[src/design/wwdt_defs.svh]
`ifndef WWDT_DEFS_SVH
`define WWDT_DEFS_SVH

// Clock rates and the divider that makes the low-speed oscillator tick.
`define WWDT_CLK_HZ        100000000
`define WWDT_LSOSC_HZ      264000
`define WWDT_LSOSC_DIV     (`WWDT_CLK_HZ / `WWDT_LSOSC_HZ)

// Option byte field positions.
`define WWDT_OPT_STBY_BIT  0
`define WWDT_OPT_SEL_LSB   1
`define WWDT_OPT_SEL_MSB   3

// Restart key and counter geometry.
`define WWDT_KEY           8'hAC
`define WWDT_CNT_W         21
`define WWDT_CNT_RESET     21'h000000

// Overflow exponents in low-speed ticks for selection codes 0 to 7.
`define WWDT_EXP_SEL0      10
`define WWDT_EXP_SEL1      11
`define WWDT_EXP_SEL2      12
`define WWDT_EXP_SEL3      13
`define WWDT_EXP_SEL4      15
`define WWDT_EXP_SEL5      17
`define WWDT_EXP_SEL6      18
`define WWDT_EXP_SEL7      20

`endif

[src/design/wwdt_pkg.sv]
package wwdt_pkg;

    typedef enum logic [1:0] {
        WWDT_LOAD  = 2'b00,
        WWDT_RUN   = 2'b01,
        WWDT_SLEEP = 2'b11,
        WWDT_FIRE  = 2'b10
    } wwdt_state_e;

    typedef struct packed {
        logic       standby_run_select;
        logic [2:0] overflow_period_sel;
    } wwdt_option_s;

    typedef struct packed {
        logic       strobe;
        logic [7:0] data;
    } wwdt_key_write_s;

    typedef struct packed {
        logic halt;
        logic stop;
    } wwdt_power_s;

endpackage : wwdt_pkg

[src/design/wwdt_top.sv]
`include "wwdt_defs.svh"

// Notes on behaviour
// - Standby-run bit 0 stops counting in HALT and STOP; bit 1 keeps counting.
// - With standby-run 0, leaving HALT or STOP clears the count, then counting resumes.
// - Counting never pauses for flash self-programming or EEPROM emulation.
// - Overflow period comes from option byte bits 3 to 1, not a register.
// - Counter reaching the selected period raises the internal reset.
// - Key write inside the open window clears the count and restarts from zero.
// - Codes 0 to 7 give 2^10,11,12,13,15,17,18,20 low-speed ticks.
// - After STOP release the count runs through oscillator wait and may reset.
// - The counter is clocked by the low-speed oscillator rate, 264 kHz.
module wwdt_top #(
    parameter int unsigned LSOSC_DIV   = `WWDT_LSOSC_DIV,
    parameter bit          WINDOW_HALF = 1'b0
) (
    // Clock and reset.
    input  wire logic                     ref_clk_in,
    input  wire logic                     rst_n_in,
    // Option byte, sampled after reset.
    input  wire logic [7:0]               option_byte_in,
    // CPU key write to the watchdog enable register.
    input  wire wwdt_pkg::wwdt_key_write_s key_write_in,
    // Standby modes.
    input  wire wwdt_pkg::wwdt_power_s    power_in,
    // Results.
    output logic                          wdt_reset_out,
    output logic                          running_out
);
    import wwdt_pkg::*;

    localparam logic [15:0] DIV_LAST = 16'(LSOSC_DIV - 1);

    function automatic logic [`WWDT_CNT_W-1:0] ovf_limit(input logic [2:0] sel);
        logic [`WWDT_CNT_W-1:0] one;
        one = 21'h000001;
        case (sel)
            3'h0:    ovf_limit = one << `WWDT_EXP_SEL0;
            3'h1:    ovf_limit = one << `WWDT_EXP_SEL1;
            3'h2:    ovf_limit = one << `WWDT_EXP_SEL2;
            3'h3:    ovf_limit = one << `WWDT_EXP_SEL3;
            3'h4:    ovf_limit = one << `WWDT_EXP_SEL4;
            3'h5:    ovf_limit = one << `WWDT_EXP_SEL5;
            3'h6:    ovf_limit = one << `WWDT_EXP_SEL6;
            default: ovf_limit = one << `WWDT_EXP_SEL7;
        endcase
    endfunction : ovf_limit

    // Reset release through two flip-flops.
    logic rst_meta_reg;
    logic rst_sync_reg;

    always_ff @(posedge ref_clk_in or negedge rst_n_in) begin
        if (!rst_n_in) begin
            rst_meta_reg <= 1'b0;
            rst_sync_reg <= 1'b0;
        end else begin
            rst_meta_reg <= 1'b1;
            rst_sync_reg <= rst_meta_reg;
        end
    end

    // Divider producing one enable pulse per low-speed oscillator period.
    logic [15:0] div_reg;
    logic [15:0] div_next;
    logic        tick_reg;
    logic        tick_next;

    always_comb begin
        if (div_reg >= DIV_LAST) begin
            div_next  = 16'h0000;
            tick_next = 1'b1;
        end else begin
            div_next  = div_reg + 16'h0001;
            tick_next = 1'b0;
        end
    end

    always_ff @(posedge ref_clk_in or negedge rst_sync_reg) begin
        if (!rst_sync_reg) begin
            div_reg  <= 16'h0000;
            tick_reg <= 1'b0;
        end else begin
            div_reg  <= div_next;
            tick_reg <= tick_next;
        end
    end

    // Watchdog state, counter and latched options.
    wwdt_state_e            state_reg;
    wwdt_state_e            state_next;
    logic [`WWDT_CNT_W-1:0] cnt_reg;
    logic [`WWDT_CNT_W-1:0] cnt_next;
    wwdt_option_s           opt_reg;
    wwdt_option_s           opt_next;
    logic                   reset_reg;
    logic                   reset_next;
    logic                   running_reg;
    logic                   running_next;

    logic [`WWDT_CNT_W-1:0] limit;
    logic [`WWDT_CNT_W-1:0] cnt_plus;
    logic                   in_standby;
    logic                   window_open;
    logic                   key_hit;
    logic                   ovf;

    always_comb begin
        limit       = ovf_limit(opt_reg.overflow_period_sel);
        cnt_plus    = cnt_reg + 21'h000001;
        in_standby  = power_in.halt | power_in.stop;
        window_open = !WINDOW_HALF || (cnt_reg >= (limit >> 1));
        key_hit     = key_write_in.strobe && (key_write_in.data == `WWDT_KEY) && window_open;
        ovf         = tick_reg && (cnt_plus == limit);
        state_next  = state_reg;
        cnt_next    = cnt_reg;
        opt_next    = opt_reg;
        reset_next  = 1'b0;
        case (state_reg)
            WWDT_LOAD: begin
                opt_next.standby_run_select  =
                    option_byte_in[`WWDT_OPT_STBY_BIT];
                opt_next.overflow_period_sel =
                    option_byte_in[`WWDT_OPT_SEL_MSB:`WWDT_OPT_SEL_LSB];
                cnt_next   = `WWDT_CNT_RESET;
                state_next = WWDT_RUN;
            end
            WWDT_RUN: begin
                if (in_standby && !opt_reg.standby_run_select) begin
                    state_next = WWDT_SLEEP;
                end else if (key_hit) begin
                    cnt_next = `WWDT_CNT_RESET;
                end else if (ovf) begin
                    cnt_next   = `WWDT_CNT_RESET;
                    reset_next = 1'b1;
                    state_next = WWDT_FIRE;
                end else if (tick_reg) begin
                    cnt_next = cnt_plus;
                end
            end
            WWDT_SLEEP: begin
                if (!in_standby) begin
                    cnt_next   = `WWDT_CNT_RESET;
                    state_next = WWDT_RUN;
                end
            end
            default: begin
                state_next = WWDT_LOAD;
            end
        endcase
        running_next = (state_next == WWDT_RUN);
    end

    always_ff @(posedge ref_clk_in or negedge rst_sync_reg) begin
        if (!rst_sync_reg) begin
            state_reg   <= WWDT_LOAD;
            cnt_reg     <= `WWDT_CNT_RESET;
            opt_reg     <= '0;
            reset_reg   <= 1'b0;
            running_reg <= 1'b0;
        end else begin
            state_reg   <= state_next;
            cnt_reg     <= cnt_next;
            opt_reg     <= opt_next;
            reset_reg   <= reset_next;
            running_reg <= running_next;
        end
    end

    assign wdt_reset_out = reset_reg;
    assign running_out   = running_reg;
endmodule : wwdt_top

[config.mk]
export PLATFORM = sky130hd
export DESIGN_NAME = wwdt_top
export DESIGN_NICKNAME = d
export VERILOG_FILES = /design/src/design/wwdt_pkg.sv /design/src/design/wwdt_top.sv
export VERILOG_INCLUDE_DIRS = /design/src /design/src/design
export SDC_FILE = /design/constraint.sdc
export NUM_CORES = 1
export LEC_CHECK = 0
export ABC_AREA = 1
export BUFFER_PORTS_ARGS = -buffer_cell sky130_fd_sc_hd__buf_4
export CORE_MARGIN = 3
export CORE_UTILIZATION = 50
export DETAILED_ROUTE_END_ITERATION = 16
export HOLD_SLACK_MARGIN = 0.12
export PLACE_DENSITY = 0.69
export SYNTH_ARGS = -nofsm -noshare
export SYNTH_HDL_FRONTEND = slang
export SYNTH_SLANG_ARGS = --single-unit
[constraint.sdc]
create_clock -name ref_clk_in -period 1.9 [get_ports ref_clk_in]
set_input_delay 0.19 -clock ref_clk_in [delete_from_list [all_inputs] [get_ports ref_clk_in]]
set_output_delay 0.19 -clock ref_clk_in [all_outputs]
set_load 0.02 [all_outputs]
==> results of run 1 <==
## metrics by stage
stage | setup slack [ps] | instance area [µm²]
after floorplan | 0.825 | 2830
after global placement | -248 | 3360
after detailed placement | -298 | 3360
after CTS | -239 | 3570
after global routing | -450 | 3590
final | -239 | 3590
## layout make-up
type | count | area [µm²]
Inverter | 52 | 195
Multi-Input combinational cell | 281 | 1480
Tap cell | 70 | 87.6
Sequential cell | 48 | 1210
Clock inverter | 1 | 7.51
Clock buffer | 7 | 86.3
Timing Repair Buffer | 68 | 527
Fill cell | 472 | 1640
## timing repair
action	CTS	global route
endpoints found under the hold margin	6	0
buffers inserted	3	0
resized for setup	11	7
endpoints found under the setup margin	14	14
hold buffers	5	0
pin swaps	3	1
## layer usage
layer | GRT usage, % | part of all wire, %
met3 | 3.92 | 3.1
met5 | 0 | 0
met4 | 8.11 | 1.4
met2 | 40.2 | 50
met1 | 29.1 | 46
## worst min-delay path by stage
stage / to / slack (ps) / cells after the start
final: rst_meta_reg / 210 / 2
after global routing: rst_sync_reg / 210 / 2
after CTS: rst_sync_reg / 190 / 2
after detailed placement: rst_meta_reg / -30 / 1
after global placement: rst_meta_reg / -30 / 1
after floorplan: rst_meta_reg / -110 / 0
## worst max-delay path, cell delays in order, from the launching register on
cell and delay (ps):
dfrtp_1 440, nand2_1 90, nor2_1 270, nand2_1 160
inv_1 100, nand3_1 100, nand3_1 90, nand2_1 80
inv_1 70, nand2_1 60, nor2_2 130, nand3_1 90
nand2_1 90, nand2_2 60, a21oi_4 120, nor2_1 50
## cell families (layout without fill, tap and decap cells)
logic type	count (synthesis)	in the layout	synth area share [%]
buffers and inverters	53	128	7.19
other	2	8	0.270
muxes	1	1	0.405
and+or+nand+nor	219	219	35.7
adders and majority gates	10	10	4.50
AOI/OAI and AO/OA	41	41	8.18
xor gates and xnor gates	2	2	0.630
DFF	48	48	43.2
## layout by cell type, fill, tap and decap left out, drive strengths merged, types with 2 or more instances in the layout
master       synthesis  final
conb                 2      8
and3                 3      3
inv                 52     52
dfrtp               48     48
clkbuf               0      7
dlygate4sd3          0      5
ha                  10     10
o21ai               20     20
nand4                8      8
nand3b               2      2
nor2                49     49
o22ai               13     13
nor3                16     16
nand2              107    107
buf                  1     63
nand3               30     30
a21oi                7      7
nor3b                2      2
## power breakdown
part | internal, mW | switching, mW
registers | 1.15 | 0.145
logic | 0.594 | 0.873
clock network | 0.296 | 0.352
==> summary.md, run 1 <==
| Metric | Value |
|---|---|
| Status | `complete, but fails checks` |
| Failing checks | `setup timing` |
| Post-DP HPWL | `a little over 5000 µm` |
| Total power | `3.41 mW` |
| CTS Buf Count | `5` |
| Crit path capture | `running_out` |
| Number of flops mapped to enable cells by yosys | `0` |
| H-tree depth | `2` |
| Setup tns final | `-2710 ps` |
| Hold Fails Final Rpt | `0` |
| Crit path capture type | `register` |
| FF-to-FF path depth | `15` |
| Area of the mapped netlist | `0.00278 mm²` |
| Placer Congestion | `roughly 0.9` |
| Least-Margin Pin Slew | `between 600 and 700 ps` |
| Vias | `between 2000 and 3000` |
| Placed insts | `~500` |
| Total GRT Usage | `23.3%` |
| Share of layout cells above drive strength 1 | `22.8%` |
| Asr flop ratio synth | `100%` |
| Pins Over Slew Limit | `0` |
| Yosys top cell by area | `dfrtp_1` |
| Period minus WS final | `2140 ps` |
| Antenna-violating nets left | `0` |
| Setup Crit Path Kind | `reg2reg` |
| CORE AREA | `0.00524 mm²` |
| Critical R2R Capture | `running_out` |
| Skew-Pair Late Insertion Delay | `310 ps` |
| Initial DRC Count | `around 140` |
| Largest cells by area after synthesis | `dfrtp_1 43%, nand2_1 14%, inv_1 7.0%` |
| Via density | `5.04` |
| Final Util | `68.6%` |
| Die X | `80.6 µm` |
| Max Buffers Root-to-Sink | `2` |
| Post-DR wirelength/cell | `13.0 µm` |
| Pre-antenna DRT Iters | `5` |
| Avg Inst Size Synth | `7.40 µm²` |
| First-pass GRT wire length | `11600 µm` |
| Max FFs per register | `21` |
| Final nets | `approximately 500` |
| Buffers added on ports | `18` |
| CTS tree | `done` |
| Critical Path Start | `cnt_reg[10]` |
| Leakage Power | `about 1.7 nW` |
| Worst Path Arrival | `2330 ps` |
| Post-route non-filler standard cell count | `527` |
| Die area | `0.00650 mm²` |
| Top cell type's share of synthesized area | `a little over two fifths` |
| Remaining Overflow, GRT | `0` |
| Worst setup SP type | `register` |
| CP required | `between 2000 and 2500 ps` |
| # diodes | `0` |
| Fin worst setup slack | `-239 ps` |
| Unrepaired setup endpoints after global routing | `yes` |
| Post-route DRC violation count | `0` |
| Worst rel slew slack | `59.4%` |
| Worst Hold Class | `in2async` |
| Worst vdd ir | `0.607 mV` |
| Mapped Cells | `376` |
| Worst hold slack | `207 ps` |
| Primary FF master, synth | `dfrtp_1` |
| Die height | `80.6 µm` |
| Area Overhead vs Synth | `29.1%` |
| CTS root buf | `clkbuf_8` |
| RR Startpoint | `cnt_reg[10]` |
| Top-count cell post-synth | `nand2_1` |
| Final setup skew | `20.2 ps` |
| Initial Util | `roughly 53%` |
| Routed WL | `a little under 7000 µm` |
| Crit share post-route | `113%` |
| Std cell rows | `26` |
| Largest fanout on the critical path | `4` |
| Vias in the first global route | `2606` |
| Yosys cell types | `29` |
| Largest net degree at the start of global routing | `47` |
| Fmax | `468 MHz` |
| Sink Count | `between 40 and 50` |
| Power Density | `950 mW/mm²` |
| R2R Setup Slk | `-240 ps` |
| Commonest cells in the synthesized netlist | `104 x nand2_1, 52 x inv_1, 48 x dfrtp_1, 40 x nor2_1, 30 x nand3_1` |
| Synthesized flop and latch total | `48` |
| Setup violations, final | `14` |
| Max Cap Viol | `0` |
| Seq/Total Area, Yosys | `43.2%` |
| Initial antenna violation count | `0` |
| Ys Warns | `0` |
| # IOs | `23` |
| Clk slew on worst S/H paths | `100 ps` |
No activity file was read; power rests on OpenSTA's default activity.
==> run 2: changes to the inputs <==
--- a/config.mk
+++ b/config.mk
@@ -6,13 +6,12 @@
 export SDC_FILE = /design/constraint.sdc
 export NUM_CORES = 1
 export LEC_CHECK = 0
-export ABC_AREA = 1
 export BUFFER_PORTS_ARGS = -buffer_cell sky130_fd_sc_hd__buf_4
 export CORE_MARGIN = 3
 export CORE_UTILIZATION = 50
 export DETAILED_ROUTE_END_ITERATION = 16
 export HOLD_SLACK_MARGIN = 0.12
-export PLACE_DENSITY = 0.69
+export PLACE_DENSITY = 0.68
 export SYNTH_ARGS = -nofsm -noshare
 export SYNTH_HDL_FRONTEND = slang
 export SYNTH_SLANG_ARGS = --single-unit
==> run 2 against run 1 <==
  * Largest power group unchanged
  * Critical path depth down 5
  * The flow still finishes with violations (setup timing)
  * Final cell count shrank 5.9%
  * Cell area is 10% higher
  * Core utilization rose by 2.8 points
  * Total power grew 4.6%
  * Sequential share of layout area down 3.0 points
  * Clock skew is 9.5 ps lower
  * Critical path type unchanged
==> summary.md, run 2 <==
| Metric | Value |
|---|---|
| Status | `complete, but fails checks` |
| Failing checks | `setup timing` |
| Busiest grt layer | `met2` |
| Leakage Power | `1.79 nW` |
| Pins Over Slew Limit | `0` |
| Skew-Pair Late Insertion Delay | `310 ps` |
| Vias in the first global route | `2567` |
| Die area | `~0.0067 mm²` |
| Post-DR wirelength/cell | `approximately 14 µm` |
| Setup violations, final | `22` |
| Worst Hold Class | `in2reg` |
| # diodes | `0` |
| Crit path capture type | `register` |
| Fmax | `382 MHz` |
| Switch share | `38.1%` |
| Net load switching power | `approximately 1.4 mW` |
| Final setup skew | `about 11 ps` |
| Setup tns final | `-13750 ps` |
| CTS root buf | `clkbuf_8` |
| Routing usage on met1 | `30.8%` |
| Largest fanout on the critical path | `5` |
| Primary FF master, synth | `dfrtp_1` |
| Least-Margin Pin Slew | `around 720 ps` |
| Max FFs per register | `21` |
| Routed WL | `7110 µm` |
| Area of the mapped netlist | `approximately 0.0029 mm²` |
| Yosys cell types | `50` |
| RR Startpoint | `cnt_reg[1]` |
| Initial DRC Count | `164` |
| Number of flops mapped to enable cells by yosys | `0` |
| Worst Path Arrival | `2810 ps` |
| Post-Layout Inst Area | `between 0.003 and 0.004 mm²` |
| Power Density | `903 mW/mm²` |
| Final nets | `454` |
| Pre-antenna DRT Iters | `5` |
| Die height | `81.9 µm` |
| Crit-path max cell delay | `420 ps` |
| Asr flop ratio synth | `100%` |
| Ys Warns | `0` |
| Area Overhead vs Synth | `37.3%` |
| Period minus WS final | `2610 ps` |
| Mapped Cells | `317` |
| Placement Setup Slack | `-738 ps` |
| Pint | `2.21 mW` |
| Remaining Overflow, GRT | `0` |
| # IOs | `23` |
| Largest net degree at the start of global routing | `33` |
| Avg Inst Size Synth | `9.09 µm²` |
| Post-route DRC violation count | `0` |
| Fin worst setup slack | `-714 ps` |
| Placer Congestion | `0.947` |
| Fill count | `between 400 and 500` |
| Clock power frac | `17.0%` |
| Sink Count | `48` |
| Commonest non-fill, non-tap cells in the layout | `100 x buf_4, 41 x dfrtp_1, 38 x nor2_1` |
| Worst setup SP type | `register` |
| Std cell rows | `27` |
| Crit share post-route | `138%` |
| Initial Util | `about half` |
| Via density | `5.32` |
| DP Area | `0.00372 mm²` |
| CORE AREA | `0.00554 mm²` |
| Seq/Total Area, Yosys | `41.7%` |
| Buffers added on ports | `18` |
| Total GRT Usage | `between 20% and 30%` |
| H-tree depth | `2` |
| Clk slew on worst S/H paths | `90 ps` |
| Met3 Resource Use GR | `slightly below 4%` |
| Die X | `81.9 µm` |
| Total power | `~3.6 mW` |
| Critical Path Start | `cnt_reg[1]` |
| Share of layout cells above drive strength 1 | `34.4%` |
| Crit path max-delay cell type | `dfrtp_1` |
| Worst rel slew slack | `51.9%` |
| CTS Buf Count | `5` |
| Largest cells by area after synthesis | `dfrtp_1 42%, xnor2_1 5.8%, nor2_1 5.0%` |
| Synthesized flop and latch total | `between 40 and 50` |
| Unrepaired setup endpoints after global routing | `yes` |
| Worst vdd ir | `0.724 mV` |
| Most common cell after layout, fill and taps aside | `buf_4` |
| Setup Crit Path Kind | `reg2reg` |
| Max Cap Viol | `0` |
| Top cell type's share of synthesized area | `41.7%` |
| CTS tree | `done` |
| Crit path cell chain | `ha_4 > nand4_4 > nor4_4 > a31oi_2 > or2_1 > a2111oi_2 > and4bb_2 > buf_6 > nor2_4 > a221o_1` |
| Vias | `2639` |
| Post-DP HPWL | `5350 µm` |
| Hold Crit Start | `option_byte_in[1]` |
| Initial antenna violation count | `0` |
| CP required | `roughly 2100 ps` |
| Max Buffers Root-to-Sink | `2` |
| Commonest cells in the synthesized netlist | `48 x dfrtp_1, 38 x nor2_1, 32 x nand2_1, 24 x nand3_1, 19 x xnor2_1` |
| Yosys top cell by area | `dfrtp_1` |
| First-pass GRT wire length | `between 10000 and 15000 µm` |
| Top-count cell post-synth | `dfrtp_1` |
| Antenna-violating nets left | `0` |
| Grt met2 use | `38.9%` |
| Final Util | `a little under three quarters` |
| Logic pwr share | `48.5%` |
| Hold Fails Final Rpt | `0` |
| Sequential Power Share | `34.5%` |
## run 2: cell types whose count changed in the layout (fill, tap and decap cells not counted), sizes merged, moves of 5 or more
cell | before | now
a221o | 0 | 7
buf | 63 | 104
inv | 52 | 8
nand2 | 107 | 32
nand2b | 0 | 5
nand3 | 30 | 25
nor2 | 49 | 40
nor3 | 16 | 10
nor4 | 1 | 6
o21ai | 20 | 15
o22ai | 13 | 0
xnor2 | 1 | 19
xor2 | 1 | 7
## run 2: area by class of cell
cell class,instances,area [µm²],area share [%]
Multi-Input combinational cell,252,1690,42.6
Sequential cell,48,1210,30.6
Timing Repair Buffer,108,853,21.6
Tap cell,72,90.1,2.28
Clock buffer,6,72.6,1.83
Inverter,8,30.0,0.759
Clock inverter,2,12.5,0.316
## run 2: stage by stage
step,hold slack [ps],std cells
6_report,137,496
3_3_place_gp,-27.5,477
2_1_floorplan,-106,323
5_1_grt,132,496
4_1_cts,130,495
3_5_place_dp,-25.1,477
## run 2: path summary, 6_finish.rpt
check | end | slack (ps) | cells after the start
setup / recovery | cnt_reg[15] | -710 | 10
hold / removal | opt_reg[0] | 140 | 2
setup reg to reg | cnt_reg[15] | -710 | 10
min in group asynchronous | rst_sync_reg | 200 | 2
hold reg to reg | cnt_reg[11] | 330 | 0
max in group asynchronous | div_reg[12] | 950 | 1
## run 2: layer usage
layer  vias to the layer above  share of wire (%)
met1                      1275                 46
met2                        28                 50
met4                         0                1.4
met5                         -                  0
met3                        11                2.0
li1                       1325                  -
## run 2: cell families after synthesis
group	share of synthesized area (%)
other	0.261
and+or+nand+nor	28.3
adders and majority gates	4.34
DFF	41.7
muxes	2.30
xor gates and xnor gates	7.91
buffers and inverters	3.61
AOI/OAI and AO/OA	11.6
## run 2: worst max-delay path: cells and delay by family (launching register included)
kind / cells / cell delay (ps)
AO/OA/AOI/OAI: 3 / 750
AND/OR/NAND/NOR: 5 / 1000
buffers and inverters: 1 / 130
adder cells (fa/ha/maj): 1 / 200
flip-flops: 1 / 420
## run 2: what timing repair did
| action | in CTS | in global routing |
|---|---|---|
| hold endpoints to repair | 5 | 0 |
| buffers inserted | 5 | 1 |
| gates resized for setup | 9 | 4 |
| pin swaps | 5 | 2 |
| gates cloned | 1 | 0 |
| hold buffers | 4 | 0 |
| endpoints found under the setup margin | 22 | 24 |
## run 2: power by group through the flow
stage	Clock (mW)	Sequential (mW)	Combinational, mW
2_1_floorplan	0	1.26	0.928
3_3_place_gp	0	1.25	1.61
3_5_place_dp	0	1.25	1.65
4_1_cts	0.618	1.23	1.72
5_1_grt	0.657	1.25	1.91
6_report	0.608	1.23	1.73
